### src/cgid_pkg.sv
// Purpose: Shared constants and types for the cache geometry identification block
// Assumes: 64-bit system register reads, encodings as used by the read instruction
// Notes:   Field values are fixed by the core configuration
package cgid_pkg;

   // Privilege levels
   typedef enum logic [1:0] {
      CGID_LVL0,
      CGID_LVL1,
      CGID_LVL2,
      CGID_LVL3
   } cgid_level_t;

   // System register encoding of a read request
   typedef struct packed {
      logic [1:0] op0;
      logic [2:0] op1;
      logic [3:0] crn;
      logic [3:0] crm;
      logic [2:0] op2;
   } cgid_sysreg_t;

   // Trap control bits sampled with a read
   typedef struct packed {
      logic el2_enabled;
      logic host_kernel_mode;
      logic hyp_general_trap;
      logic hyp_cacheid_trap;
      logic user_cachetype_ok_l1;
      logic user_cachetype_ok_l2;
      logic fine_trap_enable;
      logic fine_read_trap_cachetype;
   } cgid_trap_ctl_t;

   // Encodings of the two registers
   localparam cgid_sysreg_t CGID_ENC_CACHE_TYPE = '{2'h3, 3'h3, 4'h0, 4'h0, 3'h1};
   localparam cgid_sysreg_t CGID_ENC_ZERO_BLOCK = '{2'h3, 3'h3, 4'h0, 4'h0, 3'h7};

   // Cache type field positions
   localparam int CGID_TMIN_LSB  = 32;
   localparam int CGID_RES1_BIT  = 31;
   localparam int CGID_DIC_BIT   = 29;
   localparam int CGID_IDC_BIT   = 28;
   localparam int CGID_CWG_LSB   = 24;
   localparam int CGID_ERG_LSB   = 20;
   localparam int CGID_DMIN_LSB  = 16;
   localparam int CGID_ICACHE_INDEX_POLICY_LSB  = 14;
   localparam int CGID_IMIN_LSB  = 0;
   // Zero block field positions
   localparam int CGID_DZP_BIT   = 4;
   localparam int CGID_BS_LSB    = 0;

   // Field values
   localparam logic [5:0] CGID_TMIN_VAL = 6'h04;
   localparam logic [3:0] CGID_CWG_VAL  = 4'h4;
   localparam logic [3:0] CGID_ERG_VAL  = 4'h4;
   localparam logic [3:0] CGID_DMIN_VAL = 4'h4;
   localparam logic [1:0] CGID_ICACHE_INDEX_POLICY_VAL = 2'h3;
   localparam logic [3:0] CGID_IMIN_VAL = 4'h4;
   localparam logic       CGID_IDC_VAL  = 1'h1;
   localparam logic       CGID_DIC_VAL  = 1'h0;
   localparam logic       CGID_DZP_VAL  = 1'h0;
   localparam logic [3:0] CGID_BS_VAL   = 4'h4;
   localparam logic [3:0] CGID_BS_MAX   = 4'h9;

   // Syndrome class of a system access trap
   localparam logic [5:0] CGID_SYND_SYSACC = 6'h18;

   // Reset values of the answer
   localparam logic [63:0] CGID_DATA_RST = 64'h0;

endpackage

### src/cgid_regs.sv
// Purpose: Cache geometry and zero block identification registers with read trap checks
// Assumes: Read requests arrive as single-cycle strobes with encoding, level and trap controls
// Notes:   Answer one cycle after the request; trap and data are mutually exclusive
`timescale 1ns/1ps
`default_nettype none
// Operation
// - Writeback granule field reads 64 bytes
// - Reservation granule field reads 64 bytes
// - Smallest data line field reads 64 bytes
// - Instruction cache policy reads physical-physical
// - Smallest instruction line 64 bytes, others zero
// - User read traps without level one permission
// - Host kernel user read needs level two permission
// - Cache ID trap bit sends read up
// - Fine-grained read trap sends read up
// - Levels two and three always read value
// - Zero register gives zeroing block size
// - Zero register also gives tag write granule
// - Zeroing permitted bit reads zero
// - Zero block size field reads sixteen words
// - Bit 31 one, clean bit set, invalidate clear
// - Tag line field reads four, upper zero
module cgid_regs (
   // Clock and reset
   input  wire logic                     ref_clk_i,
   input  wire logic                     rst_b_i,
   // Read request
   input  wire logic                     rd_req_i,
   input  wire cgid_pkg::cgid_sysreg_t   rd_enc_i,
   input  wire cgid_pkg::cgid_level_t    current_priv_level_i,
   input  wire cgid_pkg::cgid_trap_ctl_t trap_ctl_i,
   // Read answer
   output logic                          rd_valid_o,
   output logic [63:0]                   rd_data_o,
   output logic                          trap_o,
   output logic [1:0]                    trap_level_o,
   output logic [5:0]                    trap_syndrome_o,
   output logic                          unmapped_o
);

   logic        hit_ct;
   logic        hit_zb;
   logic        host_kernel;
   logic        trap_hit;
   logic [1:0]  trap_lvl;
   logic        rom_en;
   logic        next_valid;
   logic        next_trap;
   logic [1:0]  next_trap_level;
   logic [5:0]  next_syndrome;
   logic        next_unmapped;
   logic        trap_q;
   logic [63:0] rom_data;

   // Encoding decode shared by both registers
   function automatic logic enc_match(input cgid_pkg::cgid_sysreg_t a, input cgid_pkg::cgid_sysreg_t b);
      enc_match = (a == b);
   endfunction

   assign hit_ct = rd_req_i && enc_match(rd_enc_i, cgid_pkg::CGID_ENC_CACHE_TYPE);
   assign hit_zb = rd_req_i && enc_match(rd_enc_i, cgid_pkg::CGID_ENC_ZERO_BLOCK);
   assign host_kernel = trap_ctl_i.el2_enabled && trap_ctl_i.host_kernel_mode && trap_ctl_i.hyp_general_trap;

   // Trap decision for a cache type read, first match wins
   always_comb begin
      trap_hit = 1'b0;
      trap_lvl = 2'h1;
      case (current_priv_level_i)
         cgid_pkg::CGID_LVL0: begin
            if (!host_kernel && !trap_ctl_i.user_cachetype_ok_l1) begin
               trap_hit = 1'b1;
               trap_lvl = (trap_ctl_i.el2_enabled && trap_ctl_i.hyp_general_trap) ? 2'h2 : 2'h1;
            end else if (trap_ctl_i.el2_enabled && !host_kernel && trap_ctl_i.hyp_cacheid_trap) begin
               trap_hit = 1'b1;
               trap_lvl = 2'h2;
            end else if (trap_ctl_i.el2_enabled && !host_kernel && trap_ctl_i.fine_trap_enable &&
                         trap_ctl_i.fine_read_trap_cachetype) begin
               trap_hit = 1'b1;
               trap_lvl = 2'h2;
            end else if (host_kernel && !trap_ctl_i.user_cachetype_ok_l2) begin
               trap_hit = 1'b1;
               trap_lvl = 2'h2;
            end
         end
         cgid_pkg::CGID_LVL1: begin
            if (trap_ctl_i.el2_enabled && (trap_ctl_i.hyp_cacheid_trap ||
                (trap_ctl_i.fine_trap_enable && trap_ctl_i.fine_read_trap_cachetype))) begin
               trap_hit = 1'b1;
               trap_lvl = 2'h2;
            end
         end
         default: begin
            trap_hit = 1'b0;
            trap_lvl = 2'h1;
         end
      endcase
   end

   // Answer next values; zero block read has no checks here
   always_comb begin
      next_valid      = rd_req_i;
      next_trap       = hit_ct && trap_hit;
      next_trap_level = (hit_ct && trap_hit) ? trap_lvl : 2'h0;
      next_syndrome   = (hit_ct && trap_hit) ? cgid_pkg::CGID_SYND_SYSACC : 6'h00;
      next_unmapped   = rd_req_i && !hit_ct && !hit_zb;
   end

   assign rom_en = (hit_ct && !trap_hit) || hit_zb;

   // Registered answer flags
   always_ff @(posedge ref_clk_i or negedge rst_b_i) begin
      if (!rst_b_i) begin
         rd_valid_o      <= 1'b0;
         trap_q          <= 1'b0;
         trap_level_o    <= 2'h0;
         trap_syndrome_o <= 6'h00;
         unmapped_o      <= 1'b0;
      end else begin
         rd_valid_o      <= next_valid;
         trap_q          <= next_trap;
         trap_level_o    <= next_trap_level;
         trap_syndrome_o <= next_syndrome;
         unmapped_o      <= next_unmapped;
      end
   end
   assign trap_o = trap_q;

   cgid_rom u_rom (
      .ref_clk_i (ref_clk_i),
      .rst_b_i   (rst_b_i),
      .rd_en_i   (rom_en),
      .rd_sel_i  (hit_zb),
      .rd_data_o (rom_data)
   );
   // Read data come straight from the store register; the store clears itself
   // on any cycle without an allowed read, so a trapped read never leaks the value
   assign rd_data_o = rom_data;

   // Assertions
   AST_CWG: assert property (@(posedge ref_clk_i) disable iff (!rst_b_i)
      hit_ct && !trap_hit |=> rd_data_o[27:24] == 4'h4)
      else $error("Writeback granule wrong");
   AST_GEOM: assert property (@(posedge ref_clk_i) disable iff (!rst_b_i)
      hit_ct && !trap_hit |=> rd_data_o[23:14] == 10'h113)
      else $error("Granule, data line or policy wrong");
   AST_IMIN: assert property (@(posedge ref_clk_i) disable iff (!rst_b_i)
      hit_ct && !trap_hit |=> rd_data_o[13:0] == 14'h0004)
      else $error("Instruction line field wrong");
   AST_UPPER: assert property (@(posedge ref_clk_i) disable iff (!rst_b_i)
      hit_ct && !trap_hit |=> rd_data_o[63:28] == 36'h0_0000_0049)
      else $error("Upper cache type bits wrong");
   AST_ZB: assert property (@(posedge ref_clk_i) disable iff (!rst_b_i)
      hit_zb |=> rd_valid_o && !trap_o && rd_data_o == 64'h4)
      else $error("Zero block value wrong");
   AST_USR_TRAP: assert property (@(posedge ref_clk_i) disable iff (!rst_b_i)
      hit_ct && current_priv_level_i == cgid_pkg::CGID_LVL0 && !host_kernel &&
      !trap_ctl_i.user_cachetype_ok_l1 |=> trap_o && trap_syndrome_o == 6'h18 && rd_data_o == 64'h0)
      else $error("User read did not trap");
   AST_HK_TRAP: assert property (@(posedge ref_clk_i) disable iff (!rst_b_i)
      hit_ct && current_priv_level_i == cgid_pkg::CGID_LVL0 && host_kernel &&
      !trap_ctl_i.user_cachetype_ok_l2 |=> trap_o && trap_level_o == 2'h2)
      else $error("Host kernel user read did not trap to level two");
   AST_ID_TRAP: assert property (@(posedge ref_clk_i) disable iff (!rst_b_i)
      hit_ct && current_priv_level_i == cgid_pkg::CGID_LVL1 && trap_ctl_i.el2_enabled &&
      trap_ctl_i.hyp_cacheid_trap |=> trap_o && trap_level_o == 2'h2)
      else $error("Cache ID trap missed");
   AST_FG_TRAP: assert property (@(posedge ref_clk_i) disable iff (!rst_b_i)
      hit_ct && current_priv_level_i == cgid_pkg::CGID_LVL1 && trap_ctl_i.el2_enabled &&
      trap_ctl_i.fine_trap_enable && trap_ctl_i.fine_read_trap_cachetype |=> trap_o)
      else $error("Fine-grained trap missed");
   AST_HIGH: assert property (@(posedge ref_clk_i) disable iff (!rst_b_i)
      hit_ct && current_priv_level_i[1] |=> rd_valid_o && !trap_o && rd_data_o[31])
      else $error("High level read trapped");

   // Level zero trap routing and answer framing
   AST_USR_L1: assert property (@(posedge ref_clk_i) disable iff (!rst_b_i)
      hit_ct && current_priv_level_i == cgid_pkg::CGID_LVL0 &&
      !(trap_ctl_i.el2_enabled && trap_ctl_i.hyp_general_trap) &&
      !trap_ctl_i.user_cachetype_ok_l1 |=> trap_o && trap_level_o == 2'h1)
      else $error("User read did not trap to level one");
   AST_USR_L2: assert property (@(posedge ref_clk_i) disable iff (!rst_b_i)
      hit_ct && current_priv_level_i == cgid_pkg::CGID_LVL0 && trap_ctl_i.el2_enabled &&
      trap_ctl_i.hyp_general_trap && !trap_ctl_i.host_kernel_mode &&
      !trap_ctl_i.user_cachetype_ok_l1 |=> trap_o && trap_level_o == 2'h2)
      else $error("General trap did not send user read to level two");
   AST_ID_TRAP0: assert property (@(posedge ref_clk_i) disable iff (!rst_b_i)
      hit_ct && current_priv_level_i == cgid_pkg::CGID_LVL0 && trap_ctl_i.el2_enabled &&
      !trap_ctl_i.hyp_general_trap && trap_ctl_i.user_cachetype_ok_l1 &&
      trap_ctl_i.hyp_cacheid_trap |=> trap_o && trap_level_o == 2'h2)
      else $error("User cache ID trap missed");
   AST_FG_TRAP0: assert property (@(posedge ref_clk_i) disable iff (!rst_b_i)
      hit_ct && current_priv_level_i == cgid_pkg::CGID_LVL0 && trap_ctl_i.el2_enabled &&
      !trap_ctl_i.hyp_general_trap && trap_ctl_i.user_cachetype_ok_l1 && trap_ctl_i.fine_trap_enable &&
      trap_ctl_i.fine_read_trap_cachetype |=> trap_o && trap_level_o == 2'h2)
      else $error("User fine-grained trap missed");
   AST_OPEN_L0: assert property (@(posedge ref_clk_i) disable iff (!rst_b_i)
      hit_ct && current_priv_level_i == cgid_pkg::CGID_LVL0 && !trap_ctl_i.el2_enabled &&
      trap_ctl_i.user_cachetype_ok_l1 |=> rd_valid_o && !trap_o && rd_data_o[31])
      else $error("Permitted user read trapped");
   AST_TRAP_SYND: assert property (@(posedge ref_clk_i) disable iff (!rst_b_i)
      trap_o |-> rd_valid_o && trap_level_o != 2'h0 && trap_syndrome_o == 6'h18)
      else $error("Trap answer incomplete");
   AST_UNMAPPED: assert property (@(posedge ref_clk_i) disable iff (!rst_b_i)
      rd_req_i && !hit_ct && !hit_zb |=> unmapped_o && !trap_o && rd_data_o == 64'h0)
      else $error("Unknown encoding answered");
   AST_IDLE: assert property (@(posedge ref_clk_i) disable iff (!rst_b_i)
      !rd_req_i |=> !rd_valid_o && rd_data_o == 64'h0)
      else $error("Answer without request");

   // Covers
   COV_CT: cover property (@(posedge ref_clk_i) disable iff (!rst_b_i) hit_ct ##1 !trap_o);
   COV_ZB: cover property (@(posedge ref_clk_i) disable iff (!rst_b_i) hit_zb);
   COV_TRAP1: cover property (@(posedge ref_clk_i) disable iff (!rst_b_i) trap_o && trap_level_o == 2'h1);
   COV_TRAP2: cover property (@(posedge ref_clk_i) disable iff (!rst_b_i) trap_o && trap_level_o == 2'h2);
   COV_UNMAP: cover property (@(posedge ref_clk_i) disable iff (!rst_b_i) unmapped_o);

endmodule
`default_nettype wire

### src/cgid_rom.sv
// Purpose: Constant identification value store with registered read data
// Assumes: One read per cycle, select valid with the enable
// Notes:   No write path exists; the contents are fixed after reset
`timescale 1ns/1ps
`default_nettype none
module cgid_rom (
   // Clock and reset
   input  wire logic        ref_clk_i,
   input  wire logic        rst_b_i,
   // Read port
   input  wire logic        rd_en_i,
   input  wire logic        rd_sel_i,
   output var  logic [63:0] rd_data_o
);

   logic [63:0] cache_type_info;
   logic [63:0] zero_block_info;
   logic [63:0] next_rd_data;

   always_comb begin
      cache_type_info = 64'h0;
      cache_type_info[cgid_pkg::CGID_TMIN_LSB +: 6] = cgid_pkg::CGID_TMIN_VAL;
      cache_type_info[cgid_pkg::CGID_RES1_BIT]      = 1'b1;
      cache_type_info[cgid_pkg::CGID_DIC_BIT]       = cgid_pkg::CGID_DIC_VAL;
      cache_type_info[cgid_pkg::CGID_IDC_BIT]       = cgid_pkg::CGID_IDC_VAL;
      cache_type_info[cgid_pkg::CGID_CWG_LSB +: 4]  = cgid_pkg::CGID_CWG_VAL;
      cache_type_info[cgid_pkg::CGID_ERG_LSB +: 4]  = cgid_pkg::CGID_ERG_VAL;
      cache_type_info[cgid_pkg::CGID_DMIN_LSB +: 4] = cgid_pkg::CGID_DMIN_VAL;
      cache_type_info[cgid_pkg::CGID_ICACHE_INDEX_POLICY_LSB +: 2] = cgid_pkg::CGID_ICACHE_INDEX_POLICY_VAL;
      cache_type_info[cgid_pkg::CGID_IMIN_LSB +: 4] = cgid_pkg::CGID_IMIN_VAL;
   end

   // zero block value, block size also sets tag granule
   always_comb begin
      zero_block_info = 64'h0;
      zero_block_info[cgid_pkg::CGID_DZP_BIT]     = cgid_pkg::CGID_DZP_VAL;
      zero_block_info[cgid_pkg::CGID_BS_LSB +: 4] = cgid_pkg::CGID_BS_VAL;
   end

   // Read select; clears when idle so a trapped or unmapped read shows zero
   // straight from this register, with no gating after the flip-flop
   always_comb begin
      next_rd_data = cgid_pkg::CGID_DATA_RST;
      if (rd_en_i) begin
         next_rd_data = rd_sel_i ? zero_block_info : cache_type_info;
      end
   end

   // Registered read data
   always_ff @(posedge ref_clk_i or negedge rst_b_i) begin
      if (!rst_b_i) begin
         rd_data_o <= cgid_pkg::CGID_DATA_RST;
      end else begin
         rd_data_o <= next_rd_data;
      end
   end

   AST_BS_MAX: assert property (@(posedge ref_clk_i) disable iff (!rst_b_i)
      rd_en_i && rd_sel_i |=> rd_data_o[3:0] <= cgid_pkg::CGID_BS_MAX)
      else $error("Zero block size above maximum");

endmodule
`default_nettype wire

### config.mk
export PLATFORM = sky130hd
export DESIGN_NAME = cgid_regs
export DESIGN_NICKNAME = d
export VERILOG_FILES = /design/src/cgid_pkg.sv /design/src/cgid_regs.sv /design/src/cgid_rom.sv
export SDC_FILE = /design/constraint.sdc
export NUM_CORES = 1
export LEC_CHECK = 0
export BUFFER_PORTS_ARGS = -buffer_cell sky130_fd_sc_hd__buf_2
export CORE_MARGIN = 10
export CORE_UTILIZATION = 34
export CTS_BUF_LIST = sky130_fd_sc_hd__clkbuf_8
export CTS_CLUSTER_SIZE = 24
export DETAILED_ROUTE_END_ITERATION = 10
export HOLD_SLACK_MARGIN = 0.08
export PLACE_DENSITY = 0.83
export SYNTH_ARGS = -nofsm -noshare
export SYNTH_HDL_FRONTEND = slang
export SYNTH_SLANG_ARGS = --single-unit
### constraint.sdc
create_clock -name ref_clk_i -period 0.8 [get_ports ref_clk_i]
set_input_delay 0.04 -clock ref_clk_i [delete_from_list [all_inputs] [get_ports ref_clk_i]]
set_output_delay 0.04 -clock ref_clk_i [all_outputs]
set_load 0.005 [all_outputs]
==> metrics.csv <==
metric,value,unit
DIE AREA,4970,um2
failing checks,setup timing,
Die Ht,70.5,um
H-tree depth,1,
Setup CP Type,reg2out,
Final period util,107,%
"delay-heaviest family, CP",flip-flops,
TNS Setup,-0.444,ns
Arrival @ worst endpoint,0.81,ns
Non-Filler Instances,175,
antenna violations before repair,0,
CTS tree,built,
largest net degree at the start of global routing,9,
Max Cap Viol,0,
clock slew at reported path FFs,0.04,ns
Placed Cells,168,
Avg Inst Size Synth,8.50,um2
WP data required,0.76,ns
drt first pass iters,4,
routed wire length,2290,um
Yosys reg bits,7,
initial core utilization,35.3,%
leakage,0.620,nW
Worst VDD drop,642,uV
Yosys cell types,22,
vias per cell,3.59,
status,"finished, violations left",
"commonest non-fill, non-tap cell in the layout",conb_1,
startpoint types,flip-flop,
area growth from synthesis to layout,17.0,%
Cell Pwr Density,1090,nW/um2
RD Place Congestion,0.648,
final setup fails,9,
clk buf depth,2,
total CTS buffers,3,
root buffer cell,clkbuf_8,
Final Hold Viols,0,
Crit-path slowest cell,dfrtp_2,
crit-path cells,buf_2,
Initial DRC Count,3,
via count,628,
Total GRT Usage,7.79,%
area of the core,2450,um2
setup bufs post-CTS,0,
Ys Warns,0,
first-pass GRT wire length,3320,um
antenna fix cells,0,
Hold Path Class,in2reg,
vias in the first global route,770,
Worst setup EP type,primary output,
mapped cell area,867,um2
chip width,70.5,um
final net count,175,
pins over their slew limit,0,
Hold Crit Start,rd_enc_i[1],
unrepaired setup endpoints after global routing,yes,
drc violations,0,
Detail Route Antenna Nets,0,
Cells after Synth,102,
Fill cells,271,
layout cells sized above 1,42.8,%
final worst slack,-0.0531,ns
Worst Setup SP,u_rom.rd_data_o[31],
"commonest cells after routing, fill and taps aside","conb_1 (59), buf_2 (37), buf_6 (7)",
"Buf+Inv Stages, Crit Path",1,
Worst Path Max Fanout,8,
gr ovfl total,0,
CTS Sinks,7,
input/output buffers,44,
Post-DP HPWL,2000,um
IO Pins,104,
sequential-to-total area share from yosys stat,20.2,%
# rows,18,
drt wl/cell,13.1,um
f_max,1170,MHz
CP max stage delay,0.44,ns
post-route minimum period,0.853,ns
[power by group]
| part | leakage (nW) | switching, W | internal (W) |
|---|---|---|---|
| Combinational | 0.503 | 0.000150 | 0.000116 |
| Sequential | 0.0915 | 0.000000872 | 0.000361 |
| Clock | 0.0255 | 0.000144 | 0.000336 |
| Total | 0.620 | 0.000294 | 0.000813 |
[flip-flops by register name, summed over array words and instances, names as in the netlist]
signal / count
trap_level_o: 2
trap_syndrome_o: 1
rd_valid_o: 1
u_rom.rd_data_o: 2
unmapped_o: 1
[stage by stage]
step | setup slack [ns] | power [W] | area, um2 | utilization [%] | hold WS [ns]
after detailed placement | -0.284 | 0.000570 | 852 | 34.7 | -0.125
after global placement | -0.260 | 0.000566 | 852 | 34.7 | -0.123
after global routing | -0.119 | 0.00120 | 1010 | 41.3 | 0.117
after floorplan | -0.0758 | 0.000682 | 1090 | - | -0.256
final | -0.0531 | 0.00111 | 1010 | 41.3 | 0.103
after CTS | -0.0584 | 0.00107 | 941 | 38.3 | 0.0936
[per-layer routing]
metal | global-route usage (%) | vias to the layer above | part of all wire (%)
met1 | 7.02 | 272 | 35
met5 | 0 | - | 0
met3 | 6.07 | 2 | 17
met2 | 12.5 | 68 | 46
met4 | 3.95 | 0 | 1.2
li1 | - | 286 | -
[what timing repair did]
item	CTS	global route
hold buffers	3	0
endpoints found under the hold margin	8	0
gates resized for setup	2	15
pin swaps	3	8
setup endpoints to repair	10	16
[path summary, 6_finish.rpt]
kind / endpoint / slack [ns] / cells past startpoint
setup / recovery: rd_data_o[22] / -0.05 / 1
hold / removal: u_rom.rd_data_o[2] / 0.10 / 3
max in group asynchronous: u_rom.rd_data_o[31] / 0.47 / 2
min in group asynchronous: u_rom.rd_data_o[2] / 0.17 / 2
[synthesized netlist by cell type, drive strengths merged]
| cell | number | area (um2) |
|---|---|---|
| conb | 1 | 3.75 |
| a21oi | 2 | 10.0 |
| nor4bb | 1 | 10.0 |
| a21o | 2 | 15.0 |
| a211oi | 1 | 7.51 |
| o21ai | 1 | 5.00 |
| a21boi | 1 | 7.51 |
| nor3 | 1 | 10.0 |
| or2 | 1 | 8.76 |
| nor2b | 1 | 6.26 |
| and4 | 1 | 8.76 |
| nand2b | 1 | 6.26 |
| nor2 | 4 | 15.0 |
| nand3 | 1 | 5.00 |
| nor3b | 1 | 12.5 |
| nand4b | 1 | 8.76 |
| dfrtp | 7 | 175 |
| and4b | 2 | 23.8 |
| nor4 | 1 | 6.26 |
| buf | 68 | 510 |
| nand2 | 3 | 11.3 |
[layout make-up]
type | count | area [um2] | share of cell area (%)
repair buffers | 49 | 312 | 30.7
well taps | 30 | 37.5 | 3.70
multi-input cells | 85 | 443 | 43.6
clock inverters | 1 | 5.00 | 0.493
clock buffers | 3 | 41.3 | 4.07
flip-flops and latches | 7 | 176 | 17.4
[logic make-up after synthesis]
| kind of cell | synth area share (%) |
|---|---|
| AOI/OAI and AO/OA | 5.19 |
| buffers and inverters | 58.9 |
| DFF | 20.2 |
| other | 0.432 |
| and+or+nand+nor | 15.3 |
Note: power is estimated with default switching activity, not from simulation.
